===== src/core/bib_pkg.sv =====
// constants shared by the bus information block register files
package bib_pkg;

	// ==========================================================
	// register map (byte addresses on the register bus)
	localparam int REG_AW = 8;
	localparam logic [7:0] OFS_HDR = 8'h18;
	localparam logic [7:0] OFS_BUSID = 8'h1c;
	localparam logic [7:0] OFS_OPT = 8'h20;

	// ==========================================================
	// field layout and reset values
	localparam logic [31:0] BUS_NAME_ID = 32'h31333934;
	localparam logic [31:0] HDR_RESET = 32'h00000000;
	localparam int HDR_CRC_LSB = 0;
	localparam int HDR_CRC_MSB = 15;
	localparam int HDR_UPPER_LSB = 16;
	// writable bits: irmc cmc isc bmc pmc, clock accuracy, max_rec, g
	localparam logic [31:0] OPT_RW_MASK = 32'hf8fff0c0;
	localparam logic [31:0] OPT_RESET = 32'h0000a000;
	localparam logic [31:0] OPT_LINK_SPEED = 32'h00000002;
	localparam int OPT_IRMC_BIT = 31;
	localparam int OPT_CMC_BIT = 30;
	localparam int OPT_ISC_BIT = 29;
	localparam logic [2:0] LINK_SPEED_CODE = 3'h2;

	// ==========================================================
	// remote configuration ROM view
	localparam logic [47:0] CFG_ROM_BASE = 48'hfffff0000400;
	localparam logic [47:0] CFG_BUSID_ADDR = 48'hfffff0000404;
	localparam logic [47:0] CFG_OPT_ADDR = 48'hfffff0000408;

	// ==========================================================
	// bus encodings
	localparam logic [2:0] HSIZE_WORD = 3'h2;
	localparam logic HRESP_OKAY = 1'h0;
	localparam logic [31:0] DATA_ZERO = 32'h00000000;

endpackage


===== src/core/bib_reg_if.sv =====
// carrier between the bus slave and the register bank
`timescale 1ns/10ps
interface bib_reg_if;
	logic wr;
	logic rd;
	logic [7:0] addr;
	logic [31:0] wdata;
	logic [31:0] rdata;

	modport bus_side
	(
		output wr,
		output rd,
		output addr,
		output wdata,
		input rdata
	);
	modport reg_side
	(
		input wr,
		input rd,
		input addr,
		input wdata,
		output rdata
	);
endinterface


===== src/core/bib_regs.sv =====
// bus information block register bank with ahb-lite access
`timescale 1ns/10ps

// Summary of operation
// - header register is config ROM quadlet one at FFFF F000 0400h.
// - header register at 18h is read/write, upper half resets to zero.
// - with serial ROM present, its checksum loads header bits 15..0.
// - without serial ROM the checksum bits reset to zero and change only by host write.
// - register at 1Ch is read-only, always returns 3133 3934h.
// - options register at 20h is bus information block quadlet two.
// - options bit 31 read/write, resource manager capable.
// - options bit 30 read/write, cycle master capable.
// - options bit 29 read/write, isochronous support capable.
// - options bits 2..0 read-only, return 010.
module bib_regs
(
	input wire logic clock_i,
	input wire logic resetn_i,
	input wire logic hsel_i,
	input wire logic [31:0] haddr_i,
	input wire logic [1:0] htrans_i,
	input wire logic hwrite_i,
	input wire logic [2:0] hsize_i,
	input wire logic [31:0] hwdata_i,
	input wire logic hready_i,
	output logic [31:0] hrdata_o,
	output logic hreadyout_o,
	output logic hresp_o,
	input wire logic srom_present_i,
	input wire logic srom_crc_valid_i,
	input wire logic [15:0] srom_crc_i,
	input wire logic link_active_i,
	input wire logic cfg_req_i,
	input wire logic [47:0] cfg_addr_i,
	output logic cfg_ack_o,
	output logic cfg_hit_o,
	output logic [31:0] cfg_data_o
);
	logic [1:0] rst_sync_ff;
	logic rst_n;
	logic [31:0] hdr_ff;
	logic [31:0] opt_ff;
	logic [31:0] opt_view;
	logic crc_load;
	logic hdr_wr;
	logic opt_wr;

	bib_reg_if rg ();

	// ==========================================================
	// reset release
	always_ff @(posedge clock_i or negedge resetn_i)
	begin
		if (!resetn_i)
			rst_sync_ff <= 2'h0;
		else
			rst_sync_ff <= {rst_sync_ff[0], 1'b1};
	end
	assign rst_n = rst_sync_ff[1];

	// ==========================================================
	// register read decode
	function automatic logic [31:0] reg_read(input logic [7:0] a,
		input logic [31:0] hdr, input logic [31:0] optv);
		logic [31:0] d;
		d = bib_pkg::DATA_ZERO;
		case (a)
			bib_pkg::OFS_HDR: d = hdr;
			bib_pkg::OFS_BUSID: d = bib_pkg::BUS_NAME_ID;
			bib_pkg::OFS_OPT: d = optv;
			default: d = bib_pkg::DATA_ZERO;
		endcase
		return d;
	endfunction

	assign opt_view = (opt_ff & bib_pkg::OPT_RW_MASK) | bib_pkg::OPT_LINK_SPEED;
	// decode only while a read is pending; otherwise rg.rdata shows zero
	assign rg.rdata = rg.rd ? reg_read(rg.addr, hdr_ff, opt_view)
		: bib_pkg::DATA_ZERO;

	assign hdr_wr = rg.wr && rg.addr == bib_pkg::OFS_HDR;
	assign opt_wr = rg.wr && rg.addr == bib_pkg::OFS_OPT;
	assign crc_load = srom_present_i && srom_crc_valid_i;

	// ==========================================================
	// header quadlet
	always_ff @(posedge clock_i or negedge rst_n)
	begin
		if (!rst_n)
			hdr_ff <= bib_pkg::HDR_RESET;
		else
		begin
			if (hdr_wr)
				hdr_ff <= rg.wdata;
			// serial ROM checksum wins over a same-cycle host write
			if (crc_load)
				hdr_ff[bib_pkg::HDR_CRC_MSB:bib_pkg::HDR_CRC_LSB] <= srom_crc_i;
		end
	end

	// ==========================================================
	// bus options quadlet
	always_ff @(posedge clock_i or negedge rst_n)
	begin
		if (!rst_n)
			opt_ff <= bib_pkg::OPT_RESET;
		else if (opt_wr)
			// only writable fields take the write
			opt_ff <= rg.wdata & bib_pkg::OPT_RW_MASK;
	end

	// ==========================================================
	// bus slave and remote view
	bib_ahb_slave u_ahb
	(
		.clock_i(clock_i),
		.rst_n_i(rst_n),
		.hsel_i(hsel_i),
		.haddr_i(haddr_i),
		.htrans_i(htrans_i),
		.hwrite_i(hwrite_i),
		.hsize_i(hsize_i),
		.hwdata_i(hwdata_i),
		.hready_i(hready_i),
		.hrdata_o(hrdata_o),
		.hreadyout_o(hreadyout_o),
		.hresp_o(hresp_o),
		.rg(rg.bus_side)
	);

	// answered only while the link is active, when fields are valid
	bib_cfg_port u_cfg
	(
		.clock_i(clock_i),
		.rst_n_i(rst_n),
		.cfg_req_i(cfg_req_i),
		.cfg_addr_i(cfg_addr_i),
		.link_active_i(link_active_i),
		.hdr_i(hdr_ff),
		.opt_i(opt_view),
		.cfg_ack_o(cfg_ack_o),
		.cfg_hit_o(cfg_hit_o),
		.cfg_data_o(cfg_data_o)
	);

	logic rd_acc;
	assign rd_acc = hsel_i && htrans_i[1] && hready_i && !hwrite_i
		&& hsize_i == bib_pkg::HSIZE_WORD;
endmodule


===== src/core/bib_ahb_slave.sv =====
// ahb-lite slave front end: zero-wait writes, one-wait reads
`timescale 1ns/10ps
module bib_ahb_slave
(
	input wire logic clock_i,
	input wire logic rst_n_i,
	input wire logic hsel_i,
	input wire logic [31:0] haddr_i,
	input wire logic [1:0] htrans_i,
	input wire logic hwrite_i,
	input wire logic [2:0] hsize_i,
	input wire logic [31:0] hwdata_i,
	input wire logic hready_i,
	output logic [31:0] hrdata_o,
	output logic hreadyout_o,
	output logic hresp_o,
	bib_reg_if.bus_side rg
);
	logic acc;
	logic wr_pend_ff;
	logic rd_pend_ff;
	logic [7:0] addr_ff;
	logic rdy_ff;
	logic [31:0] rdata_ff;
	logic resp_ff;

	// only whole-word transfers are taken; others complete with no effect
	assign acc = hsel_i && htrans_i[1] && hready_i
		&& hsize_i == bib_pkg::HSIZE_WORD;

	// ==========================================================
	// address phase capture
	always_ff @(posedge clock_i or negedge rst_n_i)
	begin
		if (!rst_n_i)
		begin
			wr_pend_ff <= 1'b0;
			rd_pend_ff <= 1'b0;
			addr_ff <= 8'h00;
		end
		else
		begin
			wr_pend_ff <= acc && hwrite_i;
			rd_pend_ff <= acc && !hwrite_i;
			if (acc)
				addr_ff <= haddr_i[7:0];
		end
	end

	// ==========================================================
	// read data phase: the wait cycle lets a preceding write land first
	always_ff @(posedge clock_i or negedge rst_n_i)
	begin
		if (!rst_n_i)
		begin
			rdy_ff <= 1'b1;
			rdata_ff <= bib_pkg::DATA_ZERO;
			resp_ff <= bib_pkg::HRESP_OKAY;
		end
		else
		begin
			resp_ff <= bib_pkg::HRESP_OKAY;
			if (acc && !hwrite_i)
				rdy_ff <= 1'b0;
			else if (rd_pend_ff)
				rdy_ff <= 1'b1;
			if (rd_pend_ff)
				rdata_ff <= rg.rdata;
		end
	end

	assign rg.wr = wr_pend_ff;
	assign rg.rd = rd_pend_ff;
	assign rg.addr = addr_ff;
	assign rg.wdata = hwdata_i;
	assign hrdata_o = rdata_ff;
	assign hreadyout_o = rdy_ff;
	assign hresp_o = resp_ff;
endmodule


===== src/core/bib_cfg_port.sv =====
// remote-node view of the first three configuration ROM quadlets
`timescale 1ns/10ps
module bib_cfg_port
(
	input wire logic clock_i,
	input wire logic rst_n_i,
	input wire logic cfg_req_i,
	input wire logic [47:0] cfg_addr_i,
	input wire logic link_active_i,
	input wire logic [31:0] hdr_i,
	input wire logic [31:0] opt_i,
	output logic cfg_ack_o,
	output logic cfg_hit_o,
	output logic [31:0] cfg_data_o
);
	logic ack_ff;
	logic hit_ff;
	logic [31:0] data_ff;
	logic [31:0] sel_data;
	logic sel_hit;

	always_comb
	begin
		sel_hit = 1'b1;
		case (cfg_addr_i)
			bib_pkg::CFG_ROM_BASE: sel_data = hdr_i;
			bib_pkg::CFG_BUSID_ADDR: sel_data = bib_pkg::BUS_NAME_ID;
			bib_pkg::CFG_OPT_ADDR: sel_data = opt_i;
			default:
			begin
				sel_data = bib_pkg::DATA_ZERO;
				sel_hit = 1'b0;
			end
		endcase
	end

	// ==========================================================
	// answer one cycle after the request; no answer while link is down
	always_ff @(posedge clock_i or negedge rst_n_i)
	begin
		if (!rst_n_i)
		begin
			ack_ff <= 1'b0;
			hit_ff <= 1'b0;
			data_ff <= bib_pkg::DATA_ZERO;
		end
		else
		begin
			ack_ff <= cfg_req_i && link_active_i;
			hit_ff <= cfg_req_i && link_active_i && sel_hit;
			if (cfg_req_i && link_active_i)
				data_ff <= sel_data;
		end
	end

	assign cfg_ack_o = ack_ff;
	assign cfg_hit_o = hit_ff;
	assign cfg_data_o = data_ff;
endmodule


===== config.mk =====
export PLATFORM = sky130hd
export DESIGN_NAME = bib_regs
export DESIGN_NICKNAME = d
export VERILOG_FILES = /design/src/core/bib_pkg.sv /design/src/core/bib_reg_if.sv /design/src/core/bib_regs.sv /design/src/core/bib_ahb_slave.sv /design/src/core/bib_cfg_port.sv
export SDC_FILE = /design/constraint.sdc
export NUM_CORES = 1
export LEC_CHECK = 0
export ABC_AREA = 0
export BUFFER_PORTS_ARGS = -buffer_cell sky130_fd_sc_hd__clkbuf_2
export CAP_MARGIN = 20
export CORE_MARGIN = 2
export CORE_UTILIZATION = 45
export DETAILED_ROUTE_END_ITERATION = 10
export PLACE_DENSITY_LB_ADDON = 0.08
export RECOVER_POWER = 100
export SYNTH_ARGS = -nofsm -noshare
export SYNTH_HDL_FRONTEND = slang
export SYNTH_SLANG_ARGS = --single-unit

===== constraint.sdc =====
create_clock -name clock_i -period 3.9 [get_ports clock_i]
set_input_delay 0.585 -clock clock_i [delete_from_list [all_inputs] [get_ports clock_i]]
set_output_delay 0.585 -clock clock_i [all_outputs]
set_load 0.05 [all_outputs]

==> results.txt, run 1 <==
----------------------------------------------------
[Final layout]
  Non-Filler Instances ... 924
  Fraction of layout instances using a drive strength above 1 ... 0.222
  Number of antenna diodes ... 0
  Number of nets in the final layout ... 881
  Synthesis-to-layout area growth ... 25.0%
  Final Cell Area ... 0.00717 sq mm

[Timing]
  Slew margin rel. ... -0.244
  Actual transition at the worst max-transition pin ... 1.87 ns
  Min Clock Period, post-route ... 3.07 ns
  Post-route clock skew ... 0.00805 ns
  Count of final hold-check violations ... 0
  Fin Setup TNS ... 0 ns
  Achievable Freq ... 326 MHz
  Post-route clock period utilization ... 0.787
  Final Slew Violations ... 107
  Final setup vio count ... 0
  Setup repair after global routing missed its margin ... false

[CTS]
  Worst-path clk slew ... 0.05 ns
  Clk sinks ... 130
  Number of hold buffers added after CTS ... 1
  H-tree levels ... 4
  TritonCTS clock tree ... yes
  Setup repair bufs after CTS ... 0
  Total CTS buffers ... 17
  Number of gates given a new drive strength after cts ... 0
  Clock insertion delay at the later pin of the skew report ... 0.41 ns
  Cell at the root of the clock tree ... clkbuf_16
  Largest buffer count on any clock path ... 2

[Drt]
  Number of remaining DRC errors ... 0
  Total number of vias ... 4831
  DR vias/cell ... 5.23
  Antenna Nets Post-Route ... 0
  First-pass iteration count of the detailed router ... 4
  Initial DRC Count ... 305
  Routed wire per std cell ... 17.2 um
  Post-Route WL ... 15.9 mm

[GRT]
  Global-route wire length before repair ... 24.5 mm
  GR met1 Demand/Resource ... 0.301
  Met3 demand-to-capacity share in global routing ... 0.0669
  Maximum number of pins on one net before global-route repair ... 72
  Overall track demand over capacity in global routing ... 0.240
  Vias in the first global route ... 4872
  Antenna violations before repair ... 0
  Total grt overflow ... 0
  Met2 global-route usage ... 0.411
  Layer carrying the most global-route usage ... met2

[Yosys]
  Number of warning messages in the yosys log ... 0
  Synthesized instance count ... 566
  Yosys cell types ... 44
  Summed instance area of the synthesized netlist ... 0.00573 sq mm
  Number of nets produced by synthesis ... 708
  Synthesized area per cell ... 10.1 sq um
  Total of flip-flops plus latches after synthesis ... 130
  Sequential area share after synthesis ... 0.568

[Place]
  DP Area ... 0.00677 sq mm
  Placed Cells incl. Taps ... 890
  Final RePlAce weighted congestion ... 0.782
  Final HPWL from detailed placement ... 10.5 mm
  IO buf count ... 183

[Job]
  Number of max-capacitance violations reported ... 4

[Die]
  Core Footprint ... 0.0125 sq mm
  Total number of placement rows ... 41
  Floorplan die area ... 0.0137 sq mm
  Initial core utilization ... 0.458
  Top-Level Pins ... 210
  Horizontal die dimension ... 117 um
  Height of the die ... 117 um

[Critical path]
  Arrival time reported for the critical path endpoint ... 3.39 ns
  CP required ... 4.22 ns
  Startpoint class of the critical path ... register
  Crit path kind ... register to register
  Category of the worst setup path capture point ... register
  CP max FO ... 21

[Pwr]
  Power, Total ... 0.00362 W
  Leakage dissipation ... 3.36 nW
  Total power divided by cell area ... 505 mW/mm^2
  IR Drop Worst-Case VDD ... 241 uV

[Worst hold path]
  Class of the worst hold path ... primary input to register

[Status]
  Violations in the final reports ... max-capacitance violations, max-slew violations
  Run status ... complete, but fails checks

----------------------------------------------------
through the flow:
step	util	hold WS, ns	setup slack, ns
5_1_grt	0.573	0.352	0.668
3_3_place_gp	0.541	0.342	1.21
4_1_cts	0.587	0.339	1.37
6_report	0.573	0.352	0.829
2_1_floorplan	-	0.289	0.0152
3_5_place_dp	0.541	0.336	1.18
worst max-delay path, stage by stage, from the launching register on:
cell	delay, ns
dfrtp_1	0.39
or4_1	0.57
nor3_2	1.41
clkbuf_1	0.36
nand3_1	0.13
o21ai_0	0.11
synthesized netlist by cell type, drive strengths merged:
master  instances  area (sq um)
and3b           1          8.76
nor4            6          71.3
mux2           26           293
a22oi          11          82.6
a21oi          12          63.8
clkbuf         31           116
o31ai          18           210
and2            1          6.26
conb            2          7.51
nand2         122           460
nor4bb          1          10.0
buf            10          56.3
nand3           6          30.0
nand2b          1          6.26
mux2i          11           110
nand4           7          43.8
o21ai          40           200
nand4b          2          17.5
dfstp           3          78.8
a221oi          8          70.1
a31oi          16           100
or4             4          33.8
inv            33           124
o22ai          19           119
dfrtp         127          3180
nor3            3          31.3
nor2           36           135
nor2b           2          12.5
nand3b          1          7.51
and4            2          17.5
and3            2          12.5
or4b            2          20.0
placed cells by master (no fill, tap or decap), drive strengths merged:
cell         netlist  layout
or4                4       4
clkbuf            31     215
nand2            122     122
nand2b             1       1
dfstp              3       3
nor2              36      36
mux2              26      26
o21ai             40      40
nand4b             2       2
nand4              7       7
nand3b             1       1
a31oi             16      16
o22ai             19      19
inv               33      33
bufinv             0       1
dfrtp            127     127
and2               1       1
and3b              1       1
dlygate4sd3        0       1
a221oi             8       8
and4               2       2
conb               2       2
a21oi             12      12
clkinv             0       4
o31ai             18      18
and3               2       2
a22oi             11      11
mux2i             11      11
buf               10       6
nor4bb             1       1
nor4               6       6
or4b               2       2
nor3               3       3
nand3              6       6
nor2b              2       2
registers in the layout (all words and copies together), names as in the netlist:
name               cells
hdr_ff                32
opt_ff                19
rst_sync_ff            2
u_ahb.hrdata_o        32
u_ahb.hreadyout_o      1
u_ahb.rg.addr          8
u_ahb.rg.rd            1
u_ahb.rg.wr            1
u_cfg.cfg_ack_o        1
u_cfg.cfg_data_o      32
u_cfg.cfg_hit_o        1
cell type report:
class,instances,area [sq um]
clock buffers,27,513
clock inverters,5,50.0
fillers,1219,5350
inverters,33,124
multi-input cells,362,2100
flip-flops and latches,130,3260
well taps,172,215
repair buffers,195,912
power by group:
part | total, W | switching (W) | internal (W)
combinational | 0.000565 | 0.000410 | 0.000155
sequential | 0.00155 | 0.0000864 | 0.00147
clock | 0.00150 | 0.000542 | 0.000957
total | 0.00362 | 0.00104 | 0.00258
cell families (layout without fill, tap and decap cells):
family	after synthesis	after routing	share of synthesized area
AO/OA/AOI/OAI	124	124	0.148
buffers and inverters	74	260	0.0517
flip-flops	130	130	0.568
multiplexers	37	37	0.0703
other	2	2	0.00131
AND/OR/NAND/NOR	199	199	0.161
path summary, 6_finish.rpt:
path	endpoint	from	slack (ns)	cells after the start
max	u_ahb.hrdata_o[25]$_DFFE_PN0P_	u_ahb.rg.addr[7]$_DFFE_PN0P_	0.83	5
min	u_ahb.rg.rd$_DFF_PN0_	hwrite_i	0.35	2
max reg2reg	u_ahb.hrdata_o[25]$_DFFE_PN0P_	u_ahb.rg.addr[7]$_DFFE_PN0P_	0.83	5
min reg2reg	rst_sync_ff[1]$_DFF_PN0_	rst_sync_ff[0]$_DFF_PN0_	0.36	0
max in group asynchronous	u_cfg.cfg_data_o[27]$_DFFE_PN0P_	rst_sync_ff[1]$_DFF_PN0_	1.19	1
min in group asynchronous	hdr_ff[17]$_DFFE_PN0P_	rst_sync_ff[1]$_DFF_PN0_	0.45	0
layer usage:
metal  routed length, um  up-vias
met1                6610     2352
met4                 160        0
met3                1180       12
li1                    -     2299
met5                   0        -
met2                7950      168
Note: power is estimated with default switching activity, not from simulation.
==> run 2: changes to the inputs <==
- ABC_AREA: 0 -> 1
- CORE_UTILIZATION: 45 -> 51
- clock period: 3.9 -> 3.01 ns (I/O delays scaled with it)
==> run 2 against run 1 <==
Compared with the run above:
- the run still ends with max-capacitance violations, max-slew violations left
- sequential power up 20%
- sequential share of layout area down 2.2 points
- global-route usage rose by 2.8 points
- non-clock buffer count shrank 1
- critical path depth grew 5
- combinational power is 55% lower
- cell area up 5.0%
- cell count rose by 18%
- area after synthesis increased by 8.3%
- critical path type unchanged
==> results.txt, run 2 <==
----------------------------------------------------
[Yosys]
  Async set-or-reset flop fraction in the synthesized netlist ... 1.00
  Cell type with the largest total area after synthesis ... dfrtp_1
  Synthesized instance count ... 753
  Yosys cell types ... 32
  Number of warning messages in the yosys log ... 0
  Leading cell types by count after synthesis ... 268 x nand2_1, 127 x dfrtp_1, 71 x nand3_1, 47 x o21ai_0, 42 x inv_1
  Leading cell type by number of instances after synthesis ... nand2_1
  Number of enable-type register cells in the synthesized netlist ... 0
  Synthesized area per cell ... 8.25 sq um
  Commonest register cell after synthesis ... dfrtp_1
  Total of flip-flops plus latches after synthesis ... 130
  Top cells by area, synth ... dfrtp_1 51%, nand2_1 16%, nand3_1 5.7%
  Fraction of synthesized cell area taken by the top area cell type ... 0.512
  Number of nets produced by synthesis ... 895
  Summed instance area of the synthesized netlist ... 0.00621 sq mm
  Sequential area share after synthesis ... 0.524

[Drt]
  Metal-1 WL ... 7.49 mm
  Post-Route WL ... 16.8 mm
  Sum of met2 wire segment lengths after detailed routing ... 7.78 mm
  Uppermost layer routed ... met4
  Antenna Nets Post-Route ... 0
  Sum of met3 wire segment lengths after detailed routing ... 1.05 mm
  First-pass iteration count of the detailed router ... 5
  Total number of vias ... 5728
  Initial DRC Count ... 345
  DR vias/cell ... 5.26
  Number of remaining DRC errors ... 0
  Routed wire per std cell ... 15.4 um

[Final layout]
  Number of nets in the final layout ... 1070
  Highest-count cells in the layout ignoring fill and taps ... 282 x nand2_1, 126 x dfrtp_1, 116 x clkbuf_2
  Synthesis-to-layout area growth ... 21.2%
  Leading cell type in the layout, fill and taps excluded ... nand2_1
  Fraction of layout instances using a drive strength above 1 ... 0.204
  Non-Filler Instances ... 1088
  Final Cell Area ... 0.00753 sq mm
  Number of antenna diodes ... 0

[Critical path]
  Depth of the worst register-to-register path ... 10
  CP max FO ... 30
  Largest incremental delay on the critical path ... 0.37 ns
  Critical Path Slowest Stage Cell ... dfrtp_1
  Arrival time reported for the critical path endpoint ... 2.53 ns
  Logic depth of the worst setup path including buffers ... 10
  Crit path kind ... register to register
  Startpoint class of the critical path ... register
  Critical Path Most Common Cell ... nand2_1
  Category of the worst setup path capture point ... register
  Gate family responsible for the most delay along the worst path ... simple AND/OR/NAND/NOR gates
  CP required ... 3.30 ns
  Number of buffer and inverter instances along the worst setup path ... 3
  Cell breakdown of the critical path ... inv_1 -> nand2_1 -> nor3_1 -> nand2_1 -> clkinvlp_2 -> nand2_4 -> nand2_1 -> inv_2 -> nand2_1 -> nand3_1

[Pwr]
  Switching power share of the total ... 0.229
  Power, Total ... 0.00398 W
  Psw ... 0.000914 W
  Leakage dissipation ... 4.01 nW
  Cell-internal power ... 0.00307 W
  Total power divided by cell area ... 529 mW/mm^2
  Comb power frac ... 0.063
  IR Drop Worst-Case VDD ... 313 uV
  Clock share of power ... 0.470
  Part of the total power dissipated in sequential elements ... 0.467

[Timing]
  Fin Setup TNS ... 0 ns
  Actual transition at the worst max-transition pin ... 1.51 ns
  Post-route clock skew ... 0.00604 ns
  Min Clock Period, post-route ... 2.24 ns
  Final setup vio count ... 0
  Count of final hold-check violations ... 0
  Achievable Freq ... 447 MHz
  Post-route clock period utilization ... 0.744
  Setup repair after global routing missed its margin ... false
  Final Slew Violations ... 34
  Slew margin rel. ... -0.00508
  Worst Setup Slack, final ... 0.772 ns

[CTS]
  Clk sinks ... 130
  H-tree levels ... 4
  Total CTS buffers ... 17
  Number of hold buffers added after CTS ... 1
  TritonCTS clock tree ... yes
  Number of gates given a new drive strength after cts ... 0
  Cell at the root of the clock tree ... clkbuf_16
  Clock insertion delay at the later pin of the skew report ... 0.41 ns
  Largest buffer count on any clock path ... 2
  Setup repair bufs after CTS ... 0
  Worst-path clk slew ... 0.05 ns

[Status]
  Violations in the final reports ... max-capacitance violations, max-slew violations
  Run status ... complete, but fails checks

[GRT]
  Antenna violations before repair ... 0
  Vias in the first global route ... 5530
  Overall track demand over capacity in global routing ... 0.268
  Total grt overflow ... 0
  Global-route wire length before repair ... 26.9 mm
  Maximum number of pins on one net before global-route repair ... 55

[Place]
  DP Area ... 0.00716 sq mm
  Final HPWL from detailed placement ... 11.7 mm
  Setup Slack @ Placement ... 0.963 ns
  Placed Cells incl. Taps ... 1055
  Final RePlAce weighted congestion ... 0.844
  IO buf count ... 183

[Die]
  Initial core utilization ... 0.519
  Floorplan die area ... 0.0131 sq mm
  Total number of placement rows ... 40
  Top-Level Pins ... 210
  Height of the die ... 114 um
  Horizontal die dimension ... 114 um
  Core Footprint ... 0.0120 sq mm

[Job]
  Number of max-capacitance violations reported ... 1

[Worst hold path]
  Class of the worst hold path ... primary input to register
  WHS Path Cells ... 2

----------------------------------------------------
run 2: area by class of cell:
cell class | count | area, sq um
fillers | 1103 | 4430
flip-flops and latches | 130 | 3260
multi-input cells | 535 | 2450
repair buffers | 194 | 906
clock buffers | 24 | 472
inverters | 50 | 189
well taps | 147 | 184
clock inverters | 8 | 65.1
run 2: final timing paths:
| kind | start | to | slack [ns] |
|---|---|---|---|
| worst max-delay path | u_ahb.rg.addr[7]$_DFFE_PN0P_ | hdr_ff[11]$_DFFE_PN0P_ | 0.77 |
| worst min-delay path | hwrite_i | u_ahb.rg.rd$_DFF_PN0_ | 0.22 |
| worst max register to register | u_ahb.rg.addr[7]$_DFFE_PN0P_ | hdr_ff[11]$_DFFE_PN0P_ | 0.77 |
| worst min register to register | rst_sync_ff[0]$_DFF_PN0_ | rst_sync_ff[1]$_DFF_PN0_ | 0.35 |
| max in group asynchronous | rst_sync_ff[1]$_DFF_PN0_ | opt_ff[20]$_DFFE_PN0P_ | 0.91 |
| min in group asynchronous | resetn_i | rst_sync_ff[1]$_DFF_PN0_ | 0.34 |
run 2: cell families after synthesis:
family	count (synthesis)	synth area share
simple gates	431	0.305
compound gates	101	0.0977
other cells	2	0.00121
buf+inv	88	0.0699
flops	130	0.524
mux	1	0.00181
run 2: stage by stage:
step | utilization | hold slack [ns]
after floorplan | - | 0.156
after global placement | 0.598 | 0.237
after detailed placement | 0.598 | 0.240
after CTS | 0.644 | 0.215
after global routing | 0.629 | 0.228
final | 0.629 | 0.224
run 2: worst register-to-register path: stages, from the launching register on:
cell and delay (ns):
dfrtp_1 0.37, inv_1 0.07, nand2_1 0.12, nor3_1 0.26, nand2_1 0.28, clkinvlp_2 0.20, nand2_4 0.22, nand2_1 0.27
inv_2 0.16, nand2_1 0.09, nand3_1 0.06
run 2: routing by layer:
metal	track usage	vias up
met3	0.0524	45
met2	0.428	222
met5	0	-
met1	0.358	2684
li1	-	2777
met4	0.117	0
run 2: power by group through the flow:
stage / combinational, W / sequential (W) / clock [W]
after detailed placement: 0.000263 / 0.00189 / 0
after global routing: 0.000286 / 0.00186 / 0.00198
after global placement: 0.000254 / 0.00189 / 0
after floorplan: 0.000121 / 0.00190 / 0
after CTS: 0.000265 / 0.00186 / 0.00190
final: 0.000253 / 0.00186 / 0.00187
==> run 3: changes to the inputs <==
- clock period: 3.01 -> 2.27 ns (I/O delays scaled with it)
==> run 3 against run 2 <==
Compared with the run above:
- combinational power up 34%
- non-clock buffer count up 9
- largest cell class unchanged
- largest power group unchanged
- wire length about the same
- the flow still finishes with violations (max-capacitance violations, max-slew violations)
- fmax up 14%
- cell area up 1.6%
- cell count up 0.83%
- critical endpoint is now u_ahb.hrdata_o[24]$_DFFE_PN0P_
- sequential share of layout area down 0.73 points
==> results.txt, run 3 (same netlist as run 2, synthesis figures left out) <==
----------------------------------------------------
[Drt]
  DR vias/cell ... 5.22
  Initial DRC Count ... 438
  Number of remaining DRC errors ... 0
  Post-Route WL ... 16.8 mm
  First-pass iteration count of the detailed router ... 5
  Total number of vias ... 5730
  Antenna Nets Post-Route ... 0
  Routed wire per std cell ... 15.3 um

[Pwr]
  Cell-internal power ... 0.00435 W
  Comb power frac ... 0.061
  Switching power share of the total ... 0.224
  Power, Total ... 0.00561 W
  Total power divided by cell area ... 733 mW/mm^2
  IR Drop Worst-Case VDD ... 444 uV
  Clock share of power ... 0.500
  Leakage dissipation ... 4.07 nW
  Psw ... 0.00126 W
  Part of the total power dissipated in sequential elements ... 0.439

[GRT]
  Total grt overflow ... 0
  Vias in the first global route ... 5561
  Overall track demand over capacity in global routing ... 0.267
  Antenna violations before repair ... 0
  Global-route wire length before repair ... 26.9 mm
  Maximum number of pins on one net before global-route repair ... 58

[Place]
  IO buf count ... 183
  Placed Cells incl. Taps ... 1064
  Final HPWL from detailed placement ... 11.9 mm
  Final RePlAce weighted congestion ... 0.851

[Final layout]
  Fraction of layout instances using a drive strength above 1 ... 0.213
  Number of antenna diodes ... 0
  Non-Filler Instances ... 1097
  Number of nets in the final layout ... 1079
  Utilization after layout ... 0.640
  Highest-count cells in the layout ignoring fill and taps ... 281 x nand2_1, 126 x dfrtp_1, 118 x clkbuf_2
  Leading cell type in the layout, fill and taps excluded ... nand2_1
  Synthesis-to-layout area growth ... 23.1%

[Timing]
  Count of final hold-check violations ... 0
  Fin Setup TNS ... 0 ns
  Min Clock Period, post-route ... 1.97 ns
  Achievable Freq ... 507 MHz
  Slew margin rel. ... -0.0104
  Actual transition at the worst max-transition pin ... 1.52 ns
  Final setup vio count ... 0
  Worst hold-check slack ... 0.115 ns
  Final Slew Violations ... 35
  Setup repair after global routing missed its margin ... false
  Post-route clock skew ... 0.00567 ns
  Post-route clock period utilization ... 0.868

[Die]
  Top-Level Pins ... 210
  Horizontal die dimension ... 114 um
  Initial core utilization ... 0.519
  Total number of placement rows ... 40
  Floorplan die area ... 0.0131 sq mm
  Height of the die ... 114 um
  Core Footprint ... 0.0120 sq mm

[CTS]
  Worst-path clk slew ... 0.06 ns
  Largest buffer count on any clock path ... 2
  Clk sinks ... 130
  H-tree levels ... 4
  Cell at the root of the clock tree ... clkbuf_16
  Total CTS buffers ... 17
  Clock insertion delay at the later pin of the skew report ... 0.42 ns
  TritonCTS clock tree ... yes

[Status]
  Run status ... complete, but fails checks
  Violations in the final reports ... max-capacitance violations, max-slew violations

[Job]
  Number of max-capacitance violations reported ... 1

[Critical path]
  Startpoint class of the critical path ... register
  CP required ... 2.55 ns
  Arrival time reported for the critical path endpoint ... 2.26 ns
  Category of the worst setup path capture point ... register
  CP max FO ... 15
  Crit path kind ... register to register

[Worst hold path]
  Class of the worst hold path ... primary input to register

----------------------------------------------------
## run 3: critical path: stages, from the launching register on
cell	delay (ns)
dfrtp_1	0.32
inv_1	0.06
nand2_1	0.16
nor3_1	0.07
nand2_1	0.29
clkinv_2	0.27
buf_4	0.27
o21ai_2	0.26
o21ai_0	0.14
## run 3: timing repair
| action | 4_1_cts | 5_1_grt |
|---|---|---|
| buffers inserted | 0 | 0 |
| hold buffers | 1 | 0 |
| hold endpoints to repair | 2 | 0 |
| resized for setup | 0 | 0 |
## run 3: power by group through the flow
| stage | clock [W] | combinational, W | sequential (W) |
|---|---|---|---|
| finish | 0.00281 | 0.000340 | 0.00246 |
| global route | 0.00293 | 0.000382 | 0.00247 |
| floorplan | 0 | 0.000160 | 0.00251 |
| detailed placement | 0 | 0.000354 | 0.00251 |
| CTS | 0.00283 | 0.000358 | 0.00247 |
| global placement | 0 | 0.000342 | 0.00250 |
## run 3: final timing paths
path,depth (start not counted),start,slack [ns],end
worst min register to register,0,rst_sync_ff[0]$_DFF_PN0_,0.35,rst_sync_ff[1]$_DFF_PN0_
min in group asynchronous,2,resetn_i,0.24,rst_sync_ff[0]$_DFF_PN0_
worst min-delay path,2,hwrite_i,0.11,u_ahb.rg.rd$_DFF_PN0_
max in group asynchronous,1,rst_sync_ff[1]$_DFF_PN0_,0.53,opt_ff[19]$_DFFE_PN0P_
worst max register to register,8,u_ahb.rg.addr[0]$_DFFE_PN0P_,0.30,u_ahb.hrdata_o[24]$_DFFE_PN0P_
worst max-delay path,8,u_ahb.rg.addr[0]$_DFFE_PN0P_,0.30,u_ahb.hrdata_o[24]$_DFFE_PN0P_
## run 3: layout make-up
class / count / area, sq um
timing repair buffer: 203 / 968
inverter: 50 / 189
multi-input combinational: 535 / 2450
fill: 1111 / 4310
tap: 147 / 184
clock inverter: 11 / 161
clock buffer: 21 / 440
sequential: 130 / 3260
## run 3: metal layers
layer | track usage | vias to the layer above | routed length, um
met5 | 0 | - | 0
met4 | 0.0870 | 0 | 238
met3 | 0.0709 | 22 | 1260
met2 | 0.438 | 229 | 7990
met1 | 0.347 | 2691 | 7300
li1 | - | 2788 | -
## run 3: per-stage QoR
step	worst slack (ns)	area, sq um
3_5_place_dp	0.404	7240
2_1_floorplan	0.109	6210
5_1_grt	0.162	7650
6_report	0.299	7650
4_1_cts	0.450	7850
3_3_place_gp	0.390	7240
